## config.mk

```make
export PLATFORM = sky130hd
export DESIGN_NAME = event_status_capture
export DESIGN_NICKNAME = d
export VERILOG_FILES = /design/src/rtl/event_status_pkg.sv /design/src/rtl/event_status_capture.sv /design/src/rtl/event_flag_bank.sv
export SDC_FILE = /design/constraint.sdc
export NUM_CORES = 1
export LEC_CHECK = 0
export ABC_AREA = 1
export BUFFER_PORTS_ARGS = -buffer_cell sky130_fd_sc_hd__buf_2
export CAP_MARGIN = 10
export CELL_PAD_IN_SITES_DETAIL_PLACEMENT = 2
export CELL_PAD_IN_SITES_GLOBAL_PLACEMENT = 2
export CORE_ASPECT_RATIO = 1.25
export CORE_MARGIN = 3
export CORE_UTILIZATION = 30
export CTS_CLUSTER_DIAMETER = 30
export DETAILED_ROUTE_END_ITERATION = 10
export GPL_ROUTABILITY_DRIVEN = 1
export HOLD_SLACK_MARGIN = 0.06
export PLACE_DENSITY_LB_ADDON = 0.1
export SLEW_MARGIN = 20
export SYNTH_ARGS = -nofsm -noshare
export SYNTH_HDL_FRONTEND = slang
export SYNTH_SLANG_ARGS = --single-unit
```

## constraint.sdc

```tcl
create_clock -name sys_clk_in -period 1.7 [get_ports sys_clk_in]
set_clock_uncertainty 0.1 [all_clocks]
set_input_delay 0.085 -clock sys_clk_in [delete_from_list [all_inputs] [get_ports sys_clk_in]]
set_output_delay 0.085 -clock sys_clk_in [all_outputs]
set_load 0.02 [all_outputs]
```

## src/rtl/event_status_pkg.sv

```systemverilog
package event_status_pkg;

  // register map of the serial register port
  localparam logic [6:0] ADDR_GLOBAL = 7'h60;
  localparam logic [6:0] ADDR_SYSTEM = 7'h61;
  localparam logic [6:0] ADDR_SUPPLY = 7'h62;
  localparam logic [6:0] ADDR_TRX = 7'h63;

  // global summary bit positions
  localparam int GLB_WAKE_PIN = 3;
  localparam int GLB_TRX = 2;
  localparam int GLB_SUPPLY = 1;
  localparam int GLB_SYSTEM = 0;

  // system flag positions
  localparam int SYS_BATTERY = 4;
  localparam int SYS_OVERTEMP = 2;
  localparam int SYS_SERIAL = 1;
  localparam int SYS_WATCHDOG = 0;

  // supply flag positions
  localparam int SUP_OVER = 2;
  localparam int SUP_UNDER = 1;
  localparam int SUP_MAIN_UNDER = 0;

  // transceiver flag positions
  localparam int TRX_PN_ERR = 5;
  localparam int TRX_SILENCE = 4;

  // implemented bits; reserved bits read zero
  localparam logic [7:0] SYS_MASK = 8'h17;
  localparam logic [7:0] SUP_MASK = 8'h07;
  localparam logic [7:0] TRX_MASK = 8'h30;
  localparam logic [7:0] FLAGS_RST = 8'h00;
  localparam logic [7:0] RDATA_RST = 8'h00;

  // legal serial frame lengths in clock counts
  localparam logic [5:0] SPI_LEN_A = 6'h10;
  localparam logic [5:0] SPI_LEN_B = 6'h18;
  localparam logic [5:0] SPI_LEN_C = 6'h20;

  // bus silence timeout
  localparam int CLK_MHZ = 200;
  localparam int SILENCE_TIME_US = 1000000;
  localparam int SILENCE_CYCLES = SILENCE_TIME_US * CLK_MHZ;
  localparam int SIL_CNT_W = 28;
  localparam logic [SIL_CNT_W-1:0] SIL_CNT_RST = 28'h0000000;

  typedef struct packed {
    logic wr;
    logic rd;
    logic [6:0] addr;
    logic [7:0] wdata;
  } reg_req_t;

  typedef struct packed {
    logic battery_startup;
    logic overtemp;
    logic bad_wd_mode;
    logic bad_wd_period;
    logic bad_op_state;
    logic locked_write;
    logic wd_overflow;
    logic wd_early;
  } sys_evt_t;

  typedef struct packed {
    logic sec_over;
    logic sec_under;
    logic main_under;
  } sup_evt_t;

  typedef struct packed {
    logic pn_frame_err;
    logic bus_active;
  } trx_evt_t;

  typedef struct packed {
    logic overtemp;
    logic serial;
    logic sec_over;
    logic sec_under;
    logic main_under;
    logic bus_silence;
  } cap_en_t;

  typedef enum logic [2:0] {
    SIL_IDLE = 3'b001,
    SIL_WATCH = 3'b010,
    SIL_FIRED = 3'b100
  } silence_state_t;

  // bits that a write of ones asks to clear in the register at addr
  function automatic logic [7:0] clear_bits(input reg_req_t req, input logic [6:0] addr);
    clear_bits = (req.wr && req.addr == addr) ? req.wdata : 8'h00;
  endfunction : clear_bits

  function automatic logic spi_len_ok(input logic [5:0] len);
    spi_len_ok = (len == SPI_LEN_A) || (len == SPI_LEN_B) || (len == SPI_LEN_C);
  endfunction : spi_len_ok

endpackage : event_status_pkg

```

## src/rtl/event_status_capture.sv

```systemverilog
module event_status_capture
  import event_status_pkg::*;
#(
  parameter int SILENCE_CYC = SILENCE_CYCLES
) (
  input wire logic sys_clk_in, // 200 MHz system clock
  input wire logic reset_n_in, // async reset, active low
  input wire reg_req_t reg_req_in, // register access request
  output logic [7:0] reg_rdata_out, // read data, one cycle after rd
  input wire sys_evt_t sys_evt_in, // system event sources
  input wire sup_evt_t sup_evt_in, // supply event sources
  input wire trx_evt_t trx_evt_in, // transceiver event sources
  input wire cap_en_t cap_en_in, // capture enables
  input wire logic sleep_in, // device in sleep state
  input wire logic wd_window_in, // watchdog in window operation
  input wire logic wd_timeout_in, // watchdog in timeout operation
  input wire logic spi_frame_end_in, // serial frame ended, pulse
  input wire logic [5:0] spi_bit_count_in, // clocks in that frame
  input wire logic trx_offline_in, // transceiver offline
  input wire logic main_reg_on_in, // main regulator active
  input wire logic wake_pin_pending_in, // any wake pin flag set
  input wire logic trx_other_pending_in, // other transceiver flags set
  output logic rxd_force_low_out, // drive receive pin low
  output logic sys_reset_req_out, // system reset request pulse
  output logic [7:0] summary_out // global summary copy
);

  localparam logic [SIL_CNT_W-1:0] SIL_LAST = SIL_CNT_W'(SILENCE_CYC - 1);

  logic [7:0] sys_flags;
  logic [7:0] sup_flags;
  logic [7:0] trx_flags;
  logic [7:0] sys_set;
  logic [7:0] sup_set;
  logic [7:0] trx_set;
  logic [7:0] sys_clr;
  logic [7:0] sup_clr;
  logic [7:0] trx_clr;
  logic [7:0] summary;
  logic overtemp_r;
  logic wd_fail;
  logic wd_reset;
  logic serial_fault;
  logic silence_hit;
  silence_state_t sil_state_r;
  silence_state_t sil_state_nxt;
  logic [SIL_CNT_W-1:0] sil_cnt_r;

  always_comb begin
    wd_fail = (wd_window_in && (sys_evt_in.wd_overflow || sys_evt_in.wd_early))
      || (wd_timeout_in && sys_evt_in.wd_overflow);
    wd_reset = (wd_window_in && (sys_evt_in.wd_overflow || sys_evt_in.wd_early))
      || (wd_timeout_in && sys_evt_in.wd_overflow && sys_flags[SYS_WATCHDOG]);
    serial_fault = (spi_frame_end_in && !spi_len_ok(spi_bit_count_in))
      || sys_evt_in.bad_wd_mode || sys_evt_in.bad_wd_period
      || sys_evt_in.bad_op_state || sys_evt_in.locked_write;
  end

  always_comb begin
    sys_set = 8'h00;
    sys_set[SYS_BATTERY] = sys_evt_in.battery_startup;
    sys_set[SYS_OVERTEMP] = cap_en_in.overtemp && !sleep_in
      && sys_evt_in.overtemp && !overtemp_r;
    sys_set[SYS_SERIAL] = cap_en_in.serial && !sleep_in && serial_fault;
    sys_set[SYS_WATCHDOG] = wd_fail;
  end

  always_comb begin
    sup_set = 8'h00;
    sup_set[SUP_OVER] = cap_en_in.sec_over && sup_evt_in.sec_over;
    sup_set[SUP_UNDER] = cap_en_in.sec_under && sup_evt_in.sec_under;
    // no threshold selection enters this term
    sup_set[SUP_MAIN_UNDER] = cap_en_in.main_under && sup_evt_in.main_under
      && main_reg_on_in && !sleep_in;
  end

  always_comb begin
    trx_set = 8'h00;
    trx_set[TRX_PN_ERR] = trx_evt_in.pn_frame_err;
    trx_set[TRX_SILENCE] = silence_hit;
  end

  // write-one-to-clear requests per group; writes to other addresses clear nothing
  always_comb begin
    sys_clr = clear_bits(reg_req_in, ADDR_SYSTEM);
    sup_clr = clear_bits(reg_req_in, ADDR_SUPPLY);
    trx_clr = clear_bits(reg_req_in, ADDR_TRX);
  end

  // sticky write-one-to-clear flag groups
  event_flag_bank #(.IMPL_MASK(SYS_MASK)) u_sys_flags (
    .sys_clk_in(sys_clk_in),
    .reset_n_in(reset_n_in),
    .set_in(sys_set),
    .clear_in(sys_clr),
    .flags_out(sys_flags)
  );

  event_flag_bank #(.IMPL_MASK(SUP_MASK)) u_sup_flags (
    .sys_clk_in(sys_clk_in),
    .reset_n_in(reset_n_in),
    .set_in(sup_set),
    .clear_in(sup_clr),
    .flags_out(sup_flags)
  );

  event_flag_bank #(.IMPL_MASK(TRX_MASK)) u_trx_flags (
    .sys_clk_in(sys_clk_in),
    .reset_n_in(reset_n_in),
    .set_in(trx_set),
    .clear_in(trx_clr),
    .flags_out(trx_flags)
  );

  always_comb begin
    summary = 8'h00;
    summary[GLB_WAKE_PIN] = wake_pin_pending_in;
    summary[GLB_TRX] = (|trx_flags) || trx_other_pending_in;
    summary[GLB_SUPPLY] = |sup_flags;
    summary[GLB_SYSTEM] = |sys_flags;
  end

  // overtemperature edge detect
  always_ff @(posedge sys_clk_in or negedge reset_n_in) begin
    if (!reset_n_in) begin
      overtemp_r <= 1'b0;
    end else begin
      overtemp_r <= sys_evt_in.overtemp;
    end
  end

  // bus silence detector
  always_comb begin
    sil_state_nxt = sil_state_r;
    silence_hit = 1'b0;
    unique case (sil_state_r)
      SIL_IDLE: begin
        if (cap_en_in.bus_silence && trx_evt_in.bus_active) begin
          sil_state_nxt = SIL_WATCH;
        end
      end
      SIL_WATCH: begin
        if (!cap_en_in.bus_silence) begin
          sil_state_nxt = SIL_IDLE;
        end else if (!trx_evt_in.bus_active && sil_cnt_r == SIL_LAST) begin
          silence_hit = 1'b1;
          sil_state_nxt = SIL_FIRED;
        end
      end
      SIL_FIRED: begin
        if (trx_evt_in.bus_active) begin
          sil_state_nxt = cap_en_in.bus_silence ? SIL_WATCH : SIL_IDLE;
        end
      end
      default: begin
        sil_state_nxt = SIL_IDLE;
      end
    endcase
  end

  always_ff @(posedge sys_clk_in or negedge reset_n_in) begin
    if (!reset_n_in) begin
      sil_state_r <= SIL_IDLE;
    end else begin
      sil_state_r <= sil_state_nxt;
    end
  end

  always_ff @(posedge sys_clk_in or negedge reset_n_in) begin
    if (!reset_n_in) begin
      sil_cnt_r <= SIL_CNT_RST;
    end else if (sil_state_r != SIL_WATCH || trx_evt_in.bus_active || silence_hit) begin
      sil_cnt_r <= SIL_CNT_RST;
    end else begin
      sil_cnt_r <= sil_cnt_r + 1'b1;
    end
  end

  // register read port
  always_ff @(posedge sys_clk_in or negedge reset_n_in) begin
    if (!reset_n_in) begin
      reg_rdata_out <= RDATA_RST;
    end else if (reg_req_in.rd) begin
      unique case (reg_req_in.addr)
        ADDR_GLOBAL: reg_rdata_out <= summary;
        ADDR_SYSTEM: reg_rdata_out <= sys_flags;
        ADDR_SUPPLY: reg_rdata_out <= sup_flags;
        ADDR_TRX: reg_rdata_out <= trx_flags;
        default: reg_rdata_out <= RDATA_RST;
      endcase
    end
  end

  always_ff @(posedge sys_clk_in or negedge reset_n_in) begin
    if (!reset_n_in) begin
      rxd_force_low_out <= 1'b0;
    end else begin
      rxd_force_low_out <= trx_offline_in && main_reg_on_in
        && (|summary[GLB_WAKE_PIN:GLB_SYSTEM]);
    end
  end

  always_ff @(posedge sys_clk_in or negedge reset_n_in) begin
    if (!reset_n_in) begin
      sys_reset_req_out <= 1'b0;
    end else begin
      sys_reset_req_out <= wd_reset;
    end
  end

  always_ff @(posedge sys_clk_in or negedge reset_n_in) begin
    if (!reset_n_in) begin
      summary_out <= 8'h00;
    end else begin
      summary_out <= summary;
    end
  end

  a_summary_sys: assert property (
    @(posedge sys_clk_in) disable iff (!reset_n_in)
    ##1 (summary_out[GLB_SYSTEM] == (|$past(sys_flags))) && (summary_out[7:4] == 4'h0))
    else $error("system summary bit wrong");

  a_battery_set: assert property (
    @(posedge sys_clk_in) disable iff (!reset_n_in)
    sys_evt_in.battery_startup |=> sys_flags[SYS_BATTERY])
    else $error("battery startup flag not set");

  a_serial_len: assert property (
    @(posedge sys_clk_in) disable iff (!reset_n_in)
    spi_frame_end_in && !spi_len_ok(spi_bit_count_in) && cap_en_in.serial && !sleep_in
    |=> sys_flags[SYS_SERIAL])
    else $error("bad frame length not flagged");

  a_window_reset: assert property (
    @(posedge sys_clk_in) disable iff (!reset_n_in)
    wd_window_in && sys_evt_in.wd_early |=> sys_reset_req_out && sys_flags[SYS_WATCHDOG])
    else $error("window failure gave no reset");

  a_timeout_first: assert property (
    @(posedge sys_clk_in) disable iff (!reset_n_in)
    wd_timeout_in && !wd_window_in && sys_evt_in.wd_overflow && !sys_flags[SYS_WATCHDOG]
    |=> !sys_reset_req_out && sys_flags[SYS_WATCHDOG])
    else $error("first timeout overflow must only flag");

  a_timeout_reset: assert property (
    @(posedge sys_clk_in) disable iff (!reset_n_in)
    wd_timeout_in && !wd_window_in && sys_evt_in.wd_overflow && sys_flags[SYS_WATCHDOG]
    |=> sys_reset_req_out)
    else $error("repeat timeout overflow gave no reset");

  a_main_sleep: assert property (
    @(posedge sys_clk_in) disable iff (!reset_n_in)
    sleep_in && !sup_flags[SUP_MAIN_UNDER] |=> !sup_flags[SUP_MAIN_UNDER])
    else $error("main undervoltage captured in sleep");

  a_pn_err_set: assert property (
    @(posedge sys_clk_in) disable iff (!reset_n_in)
    trx_evt_in.pn_frame_err |=> trx_flags[TRX_PN_ERR] && (trx_flags & ~TRX_MASK) == 8'h00)
    else $error("frame error flag not set");

  a_flag_sticky: assert property (
    @(posedge sys_clk_in) disable iff (!reset_n_in)
    sys_flags[SYS_OVERTEMP] && !sys_clr[SYS_OVERTEMP]
    |=> sys_flags[SYS_OVERTEMP] [*1])
    else $error("overtemperature flag dropped");

  a_w1c_clear: assert property (
    @(posedge sys_clk_in) disable iff (!reset_n_in)
    sup_clr[SUP_OVER] && !sup_set[SUP_OVER]
    ##0 !sup_clr[SUP_UNDER] && sup_flags[SUP_UNDER]
    |=> !sup_flags[SUP_OVER] && sup_flags[SUP_UNDER])
    else $error("write one clear misbehaved");

  a_rxd_pending: assert property (
    @(posedge sys_clk_in) disable iff (!reset_n_in)
    trx_offline_in && main_reg_on_in && sys_flags != 8'h00 |=> rxd_force_low_out)
    else $error("receive pin not driven low");

  a_silence_fire: assert property (
    @(posedge sys_clk_in) disable iff (!reset_n_in)
    sil_state_r == SIL_WATCH && cap_en_in.bus_silence && !trx_evt_in.bus_active
    && sil_cnt_r == SIL_LAST |=> trx_flags[TRX_SILENCE] && sil_state_r == SIL_FIRED)
    else $error("bus silence not flagged");

endmodule : event_status_capture

```

## src/rtl/event_flag_bank.sv

```systemverilog
module event_flag_bank
  import event_status_pkg::*;
#(
  parameter logic [7:0] IMPL_MASK = 8'hff
) (
  input wire logic sys_clk_in, // system clock
  input wire logic reset_n_in, // async reset, active low
  input wire logic [7:0] set_in, // capture pulses
  input wire logic [7:0] clear_in, // write-one-to-clear bits
  output logic [7:0] flags_out // sticky flags
);

  logic [7:0] flags_r;
  logic [7:0] flags_nxt;

  // a set in the cycle of its clear wins, so no event is lost
  always_comb begin
    flags_nxt = ((flags_r & ~clear_in) | set_in) & IMPL_MASK;
  end

  always_ff @(posedge sys_clk_in or negedge reset_n_in) begin
    if (!reset_n_in) begin
      flags_r <= FLAGS_RST;
    end else begin
      flags_r <= flags_nxt;
    end
  end

  assign flags_out = flags_r;

endmodule : event_flag_bank

```

Word level (Yosys, flattened, before mapping) --
Index checks and enable logic that the tools add are counted.
Word-level totals: flip-flop bits (word level) 55, latch bits 0, memory bits (writable) 0, ROM bits 0, output and inout bits 18, word-level logic and storage cells 91, memories kept 0
Cells by class: add/sub/neg operators 1, multiply operators 0, divide/modulo/power cells 0, $lt $le $gt $ge 0, equal/unequal tests 15, shift operators 0, mux-type cells 14, bitwise gates (word level) 9, reductions and logical operators 42
Operators by type and width (number):
- $add A28 B1 Y28 const B | 1
- $eq A28 B28 Y1 const B | 1
- $eq A7 B7 Y1 const B | 4
- $mux W28 | 1
- $pmux W6 S4 | 1
- $logic_and A1 B1 Y1 | 21
- $mux W3 | 5
- $eq A6 B5 Y1 const B | 2
- $logic_or A1 B1 Y1 | 12
- $pmux W3 S3 | 1
- $reduce_or A9 Y1 | 1
- $and A6 B6 Y6 | 1
- $eq A6 B6 Y1 const B | 1
- $mux W6 | 1
- $not A6 Y6 | 1
- $or A6 B6 Y6 | 1
- $and A5 B5 Y5 | 1
- $mux W5 | 1
- $not A5 Y5 | 1
- $or A5 B5 Y5 | 1
- $logic_not A1 Y1 | 4
- $ne A2 B2 Y1 const B | 2
- $reduce_or A4 Y1 | 1
- $and A3 B3 Y3 | 1
- 12 further kinds | 14

Longest topological paths before layout --
Gate-level depths: netlist of the first run.
depth after elaboration 11, mapped depth 9

Hierarchy --
From an unflattened synthesis of the first run, not the netlist that was laid out.
Second synthesis, totals: cell total of the unflattened synthesis 516, area, all modules 3470.8 um^2
Modules (own cells, without submodules):
- event_status_capture | instances 1, cells an instance 453, area an instance 2986.6 um^2, seq. area each 1152.4 um^2
- event_flag_bank (u_sys_flags) | instances 1, cells an instance 25, area an instance 193.9 um^2, seq. area each 100.1 um^2
- event_flag_bank (u_sup_flags) | instances 1, cells an instance 21, area an instance 161.4 um^2, seq. area each 75.1 um^2
- event_flag_bank (u_trx_flags) | instances 1, cells an instance 17, area an instance 128.9 um^2, seq. area each 50.0 um^2

Worst setup path after synthesis of the first run --
OpenSTA, ideal clock, no wires.
path type reg2reg, from register sil_cnt_r[0], to register sil_cnt_r[21], setup time 0.119 ns, arrival 1.343 ns, required time 1.481 ns, setup slack 0.138 ns, cell stages (with the launch flop) 8, clock period less this slack 1.562 ns, path through dfrtp_1 ha_1 nand2_4 nor2_8 nand4_4 nand2_4 buf_12 nor2_2
Between the ends: cells in the longest elaborated chain, start to end 7, elaborated cells on any way between the ends 8, classes of those cells add/sub: 1; eq/ne: 1; mux: 4; reduce/logical: 2
Ends and longest elaborated chain:
- start: declaration | RTL line event_status_capture.sv:47 | logic [SIL_CNT_W-1:0] sil_cnt_r;
- start signal: assignment | RTL line event_status_capture.sv:175 | sil_cnt_r <= sil_cnt_r + 1'b1;
- branches (longest 6 deep; another with $add A28 B1 Y28)
- $mux W28 * | RTL line event_status_capture.sv:172 | end else if (sil_state_r != SIL_WATCH || trx_evt_in.bus_active || silence_hit) begin
Every way passes the cells marked *. A chain may end at the register's enable or synchronous reset.

Worst setup path in the final report of the first run --
from register sil_cnt_r[2], to register sil_cnt_r[17]
Same word-level chain as after synthesis.

==> results of run 1 <==
cell usage in the layout, fill, tap and decap left out, drive strengths merged, types with 2 or more instances in the layout:
| cell type | netlist | final |
|---|---|---|
| buf | 9 | 83 |
| a22o | 2 | 2 |
| nor2 | 83 | 83 |
| dfrtp | 52 | 52 |
| dlygate4sd3 | 0 | 31 |
| inv | 39 | 39 |
| xnor2 | 5 | 5 |
| clkbuf | 0 | 7 |
| nor3b | 2 | 2 |
| nand3 | 27 | 27 |
| conb | 1 | 6 |
| nor3 | 5 | 5 |
| nor4 | 2 | 2 |
| nand4 | 7 | 7 |
| nand2 | 117 | 117 |
| o21ai | 13 | 13 |
| xor2 | 15 | 15 |
| o21bai | 2 | 2 |
per-layer routing:
layer | share of wire | up-vias | track usage
met5 | 0 | - | 0
met1 | 0.38 | 1475 | 0.2060
li1 | - | 1421 | -
met2 | 0.58 | 51 | 0.3859
met4 | 0.022 | 0 | 0.06588
met3 | 0.026 | 14 | 0.03005
power by group through the flow:
stage | Clock, mW | Sequential, mW | Combinational (mW)
finish | 1.12 | 1.32 | 0.489
global route | 1.19 | 1.33 | 0.550
CTS | 1.15 | 1.32 | 0.483
detailed placement | 0 | 1.35 | 0.435
global placement | 0 | 1.35 | 0.410
floorplan | 0 | 1.36 | 0.237
how the worst min path moves through the flow:
stage	from	end	slack (ns)
after floorplan	reset_n_in	overtemp_r	-0.31
after global placement	reset_n_in	sil_cnt_r[21]	0.02
after detailed placement	reset_n_in	sil_cnt_r[17]	0.02
after CTS	reg_req_in[12]	reg_rdata_out[5]	0.09
after global routing	reg_req_in[12]	reg_rdata_out[5]	0.15
final	reg_req_in[12]	reg_rdata_out[5]	0.09
area by class of cell:
type                    count  share of cell area
inverters                  39             0.03579
clock inverters             1            0.001224
repair buffers            114              0.2037
well taps                 126             0.03854
multi-input cells         291              0.3588
clock buffers               7             0.03732
flip-flops and latches     53              0.3246
state kept, by name (all words and copies together), names as in the netlist:
signal / flops
sil_cnt_r: 28
summary_out: 4
u_sup_flags.flags_out: 3
u_trx_flags.flags_out: 2
sil_state_r: 3
reg_rdata_out: 6
overtemp_r: 1
u_sys_flags.flags_out: 4
rxd_force_low_out: 1
sys_reset_req_out: 1
repair_timing:
action                     in CTS  in global routing
hold endpoints to repair       75                  0
gates resized for setup         0                 10
hold buffers                   31                  0
setup endpoints to repair       0                 19
cells by family after synthesis:
family	Yosys count	synth area share
AO/OA/AOI/OAI	20	0.04027
XOR/XNOR	20	0.05873
adder cells (fa/ha/maj)	1	0.004194
buffers and inverters	48	0.07928
flip-flops	53	0.4451
other	1	0.001257
AND/OR/NAND/NOR	244	0.3712
worst register-to-register path, stage by stage, from the launching register on:
cell and delay [ns]:
sky130_fd_sc_hd__dfrtp_1 0.45, sky130_fd_sc_hd__nand2_2 0.10, sky130_fd_sc_hd__nor2_4 0.13, sky130_fd_sc_hd__nand2_4 0.10, sky130_fd_sc_hd__nor2_8 0.15, sky130_fd_sc_hd__nand4_4 0.13
sky130_fd_sc_hd__nand2_4 0.13, sky130_fd_sc_hd__buf_12 0.15, sky130_fd_sc_hd__nor2_1 0.05
metrics by stage:
stage,area (sq um),power (mW),hold slack [ns]
2_1_floorplan,3002,1.593,-0.3106
3_3_place_gp,3592,1.757,0.01510
3_5_place_dp,3592,1.784,0.01804
4_1_cts,4060,2.958,0.08812
5_1_grt,4090,3.072,0.1515
6_report,4090,2.931,0.08825
==> impl_summary.log, run 1 <==
INFO  metric drt_wl_total = 10360 microns
INFO  metric timing.final.max_slew_violations = 0
INFO  metric post-route-drc-count = 0
INFO  metric criticalPathCategory = flip-flop to flip-flop
INFO  metric max_stage_delay = 0.45 ns
INFO  metric placed_cells_incl_taps = 592
INFO  metric cp-endpoint = sil_cnt_r[17]
INFO  metric setup.worst_path.end_class = flip-flop
INFO  metric crit_path_frequent_cell = sky130_fd_sc_hd__nand2_4
INFO  metric place.gp.congestion = 0.8353
INFO  metric final_net_count = 557
INFO  metric netlist.top_cell.by_area = sky130_fd_sc_hd__dfrtp_1
INFO  metric clockRootBuffer = sky130_fd_sc_hd__clkbuf_16
INFO  metric die_height = 117.5 microns
INFO  metric r2r_slack = 0.1 ns
INFO  metric maximum_clock_frequency = 0.6234 GHz
INFO  metric layout_setup_ws = 0.09583 ns
INFO  metric synth_area_leaders = sky130_fd_sc_hd__dfrtp_1 44%, sky130_fd_sc_hd__nand2_1 14%, sky130_fd_sc_hd__nor2_1 7.8%
INFO  metric intPower = 2.134 mW
INFO  metric post_drt_wl_per_cell = 16.41 microns
INFO  metric placement_rows = 40
INFO  metric clock_sink_count = 53
INFO  metric share_seq_of_total_power = 0.452
INFO  metric fin_util = 0.4234
INFO  metric startpoint = sil_cnt_r[2]
INFO  metric timing.critical_path.arrival = 1.70 ns
INFO  metric synth_top_cell_area_share = 0.4362
INFO  metric clk_latency = 0.30 ns
INFO  metric post-cts-setup-buffer-count = 0
INFO  metric cpLargestDelayFamily = simple AND/OR/NAND/NOR gates
INFO  metric cap_violations = 0
INFO  metric timing.final.hold_violations = 0
INFO  metric reg2reg_from = sil_cnt_r[2]
INFO  metric timing.rr.end = sil_cnt_r[17]
INFO  metric detail_route.vias_per_cell = 4.693
INFO  metric netSwitchingFraction = 0.2719
INFO  metric num_antenna_cells = 0
INFO  metric layout-area-overhead-vs-synth = 37.12%
INFO  metric worstPathMaxFanout = 11
INFO  metric power_density = 716.7 nW/um^2
INFO  metric p_comb_frac = 0.167
INFO  metric cts.htree.levels = 2
INFO  metric tritoncts = built
INFO  metric layoutNonFillerInstCount = 631
INFO  metric p_switching = 797.1 uW
INFO  metric place_ws = 0.07894 ns
INFO  metric ys_types = 31
INFO  metric worstPathRequired = 1.79 ns
INFO  metric dpl.hpwl = 7469 microns
INFO  metric synth_sequential_area_ratio = 0.4451
INFO  metric detail_route.iter0.violations = 66
INFO  metric yosysMostFrequentCell = sky130_fd_sc_hd__nand2_1
INFO  metric yosys-top-cells-count = 112 x sky130_fd_sc_hd__nand2_1, 62 x sky130_fd_sc_hd__nor2_1, 52 x sky130_fd_sc_hd__dfrtp_1, 39 x sky130_fd_sc_hd__inv_1, 27 x sky130_fd_sc_hd__nand3_1
INFO  metric grt_pass1_wl = 17080 microns
INFO  metric final-setup-viol-count = 0
INFO  metric grtUsageTotal = 0.1979
INFO  metric yosysWarningCount = 0
INFO  metric antenna_found_initial = 0
INFO  metric worst_ir_drop_vdd = 341.1 uV
INFO  metric initial_core_util = 0.3088
INFO  metric postSynthCellCount = 387
INFO  metric cp_num_buf_inv = 1
INFO  metric overall_overflow_remaining_after_global_route = 0
INFO  metric tritoncts.num_buffers = 5
INFO  metric power_leakage = 1.857 nW
INFO  metric crit_slowest_cell = sky130_fd_sc_hd__dfrtp_1
INFO  metric pin_count_of_the_biggest_net_entering_global_routing = 54
INFO  metric final.min_clock_period = 1.604 ns
INFO  metric vias = 2961
INFO  metric cts.reportedPaths.clkPinSlew = 0.07 ns
INFO  metric floorplan.core_area = 9659 sq um
INFO  metric period_share = 0.9436
INFO  metric worst-path-stages = 8
INFO  metric fillCellCount = 1104
INFO  metric rsz0062_at_grt = no
INFO  metric io-pin-count = 70
INFO  metric multi_input_comb_area = 1468 sq um
INFO  metric portBuffers = 60
INFO  metric synthesis.area = 2983 sq um
INFO  metric ctsLongestPathBuffers = 2
INFO  metric ant_nets = 0
INFO  metric via_count_of_the_first_global_routing_pass = 3503
INFO  metric postSynthRegisterBits = 53
INFO  metric hp-class = input port to flip-flop
INFO  metric fraction_of_final_layout_cells_sized_beyond_drive_strength_1 = 0.2515
INFO  metric die_w = 95.19 microns
INFO  metric drt_pass1_iterations = 4
INFO  metric synth-edff-count = 0
INFO  metric reg2reg_depth = 8
INFO  metric worstHoldPathCells = 4
INFO  metric outcome = completed
INFO  metric timing.critical_path.from_type = flip-flop
INFO  metric syn_area_per_cell = 7.708 sq um
INFO  metric regArea = 1328 sq um
INFO  metric synth_async_reset_ratio = 1.000
INFO  metric tns = 0 ns
INFO  metric crit_chain = nand2_2 -> nor2_4 -> nand2_4 -> nor2_8 -> nand4_4 -> nand2_4 -> buf_12 -> nor2_1
INFO  metric top_ff_cell_synth = sky130_fd_sc_hd__dfrtp_1
INFO  metric die_area = 11180 sq um
INFO  metric clkPwrFrac = 0.381
Power figures use the tool's default switching activity.
==> run 2: changes to the inputs <==
--- a/config.mk
+++ b/config.mk
@@ -18,6 +18,8 @@
 export GPL_ROUTABILITY_DRIVEN = 1
 export HOLD_SLACK_MARGIN = 0.06
 export PLACE_DENSITY_LB_ADDON = 0.1
+export RECOVER_POWER = 25
+export REMOVE_ABC_BUFFERS = 1
 export SLEW_MARGIN = 20
 export SYNTH_ARGS = -nofsm -noshare
 export SYNTH_HDL_FRONTEND = slang
==> impl_summary.log, run 2 (same netlist as run 1, synthesis figures left out) <==
INFO  metric outcome = completed (unchanged)
INFO  metric worst_pin_slew = 0.5922 ns
INFO  metric worstPathRequired = 1.79 ns (about the same)
INFO  metric grtUsageTotal = 0.1943 (was 0.1979)
INFO  metric timing.final.max_slew_violations = 0 (unchanged)
INFO  metric hp-class = input port to flip-flop (unchanged)
INFO  metric final_net_count = 554 (was 557)
INFO  metric report.power.total = 2.830 mW (was 2.931 mW)
INFO  metric overall_overflow_remaining_after_global_route = 0 (unchanged)
INFO  metric layout_common_cells = 112 x sky130_fd_sc_hd__nand2_1, 60 x sky130_fd_sc_hd__nor2_1, 56 x sky130_fd_sc_hd__buf_2 (was 111 x sky130_fd_sc_hd__nand2_1, 60 x sky130_fd_sc_hd__buf_2, 57 x sky130_fd_sc_hd__nor2_1)
INFO  metric largest_register = sil_cnt_r (unchanged)
INFO  metric pin_count_of_the_biggest_net_entering_global_routing = 23 (was 54)
INFO  metric timing.final.hold_violations = 0 (unchanged)
INFO  metric die_w = 95.19 microns (unchanged)
INFO  metric ant_nets = 0 (unchanged)
INFO  metric placement_rows = 40 (unchanged)
INFO  metric vias = 2929 (was 2961)
INFO  metric fraction_of_final_layout_cells_sized_beyond_drive_strength_1 = 0.2351 (was 0.2515)
INFO  metric dpl.hpwl = 7650 microns (was 7469 microns)
INFO  metric via_count_of_the_first_global_routing_pass = 3410 (was 3503)
INFO  metric io-pin-count = 70 (unchanged)
INFO  metric tritoncts.num_buffers = 5 (unchanged)
INFO  metric hold-worst-slack = 0.07060 ns (was 0.08825 ns)
INFO  metric portBuffers = 60 (unchanged)
INFO  metric detail_route.vias_per_cell = 4.664 (was 4.693)
INFO  metric ctsLongestPathBuffers = 2 (unchanged)
INFO  metric num_antenna_cells = 0 (unchanged)
INFO  metric period_share = 0.9663 (was 0.9436)
INFO  metric tns = 0 ns (unchanged)
INFO  metric final.min_clock_period = 1.643 ns (was 1.604 ns)
INFO  metric place_ws = 0.05537 ns (was 0.07894 ns)
INFO  metric floorplan.core_area = 9659 sq um (unchanged)
INFO  metric cap_violations = 0 (unchanged)
INFO  metric die_area = 11180 sq um (unchanged)
INFO  metric place.gp.congestion = 0.8390 (was 0.8353)
INFO  metric clock_sink_count = 53 (unchanged)
INFO  metric grt_pass1_wl = 16910 microns (was 17080 microns)
INFO  metric antenna_found_initial = 0 (unchanged)
INFO  metric power_density = 705.5 nW/um^2 (was 716.7 nW/um^2)
INFO  metric layoutNonFillerInstCount = 628 (was 631)
INFO  metric drt_pass1_iterations = 4 (unchanged)
INFO  metric largest_reg_flops = 28 (unchanged)
INFO  metric mostFrequentLayoutCell = sky130_fd_sc_hd__nand2_1 (unchanged)
INFO  metric post_drt_wl_per_cell = 16.11 microns (was 16.41 microns)
INFO  metric initial_core_util = 0.3088 (unchanged)
INFO  metric power_leakage = 1.808 nW (was 1.857 nW)
INFO  metric final-setup-viol-count = 0 (unchanged)
INFO  metric cts.reportedPaths.clkPinSlew = 0.07 ns (about the same)
INFO  metric setup.worst_path.end_class = flip-flop (unchanged)
INFO  metric criticalPathCategory = flip-flop to flip-flop (unchanged)
INFO  metric post-route-drc-count = 0 (unchanged)
INFO  metric timing.critical_path.from_type = flip-flop (unchanged)
INFO  metric top_regs = sil_cnt_r: 28 flops, reg_rdata_out: 6 flops (unchanged)
INFO  metric clockRootBuffer = sky130_fd_sc_hd__clkbuf_16 (unchanged)
INFO  metric tritoncts = built (unchanged)
INFO  metric detail_route.iter0.violations = 60 (was 66)
INFO  metric placed_cells_incl_taps = 587 (was 592)
INFO  metric worst_ir_drop_vdd = 321.5 uV (was 341.1 uV)
INFO  metric layout-area-overhead-vs-synth = 34.48% (was 37.12%)
INFO  metric layout_setup_ws = 0.05722 ns (was 0.09583 ns)
INFO  metric die_height = 117.5 microns (unchanged)
INFO  metric r2r_slack = 0.06 ns (was 0.1 ns)
INFO  metric drt_wl_total = 10120 microns (was 10360 microns)
INFO  metric cts.htree.levels = 2 (unchanged)
INFO  metric slew_headroom = 0.6052
INFO  metric worstPathMaxFanout = 12 (was 11)
INFO  metric clk_latency = 0.29 ns (was 0.30 ns)
INFO  metric maximum_clock_frequency = 0.6087 GHz (was 0.6234 GHz)
INFO  metric timing.critical_path.arrival = 1.73 ns (was 1.70 ns)
-- run 2: changes by cell type in the layout (fill, tap and decap cells not counted), moves of 2 or more --
cell,change
sky130_fd_sc_hd__buf_4,-2
sky130_fd_sc_hd__nor2_4,-2
sky130_fd_sc_hd__buf_2,-4
sky130_fd_sc_hd__dfrtp_1,-3
sky130_fd_sc_hd__nor2_1,+3
sky130_fd_sc_hd__clkbuf_1,+5
sky130_fd_sc_hd__clkbuf_8,-2
sky130_fd_sc_hd__dfrtp_2,+3
-- run 2: layout make-up --
class | count | area, sq um
sequential | 53 | 1331
multi-input combinational | 291 | 1445
timing repair buffer | 111 | 788.3
clock inverter | 2 | 13.76
fill | 1117 | 5648
clock buffer | 6 | 128.9
inverter | 39 | 146.4
tap | 126 | 157.7
-- run 2: path summary, 6_finish.rpt --
kind | startpoint | endpoint | depth (start not counted)
setup / recovery | sil_cnt_r[4] | sil_cnt_r[4] | 8
hold / removal | reg_req_in[12] | reg_rdata_out[5] | 4
setup reg to reg | sil_cnt_r[4] | sil_cnt_r[4] | 8
hold reg to reg | reg_rdata_out[4] | reg_rdata_out[4] | 2
max in group asynchronous | reset_n_in | sil_cnt_r[23] | 3
min in group asynchronous | reset_n_in | sil_cnt_r[0] | 2
-- run 2: metrics by stage --
stage	area, sq um	util
after floorplan	2912	-
after global placement	3542	0.3667
after detailed placement	3542	0.3667
after CTS	3985	0.4126
after global routing	4011	0.4153
final	4011	0.4153
-- run 2: worst max-delay path, stage by stage, from the launching register on --
cell	delay [ns]
sky130_fd_sc_hd__dfrtp_1	0.40
sky130_fd_sc_hd__nand2_1	0.12
sky130_fd_sc_hd__nor2_4	0.16
sky130_fd_sc_hd__nand2_4	0.11
sky130_fd_sc_hd__nor2_8	0.16
sky130_fd_sc_hd__nand4_4	0.13
sky130_fd_sc_hd__nand2_4	0.14
sky130_fd_sc_hd__buf_12	0.16
sky130_fd_sc_hd__nor2_2	0.04
-- run 2: routing by layer --
metal,up-vias,wire (microns),global-route usage
met5,-,0,0
met3,11,339,0.03325
met2,58,5720,0.3697
met1,1440,3863,0.2119
li1,1420,-,-
met4,0,195,0.05686
-- run 2: where the power goes --
group | leakage [nW] | internal (mW) | total [mW] | switching [mW]
Clock | 0.0712 | 0.551 | 1.03 | 0.478
Sequential | 0.666 | 1.31 | 1.33 | 0.0215
Combinational | 1.07 | 0.200 | 0.474 | 0.274
Total | 1.81 | 2.06 | 2.83 | 0.774
-- run 2: what timing repair did --
action	4_1_cts	5_1_grt
endpoints found under the setup margin	0	28
hold endpoints to repair	42	0
gates resized for setup	0	6
hold buffers	30	0
setup buffers	0	3
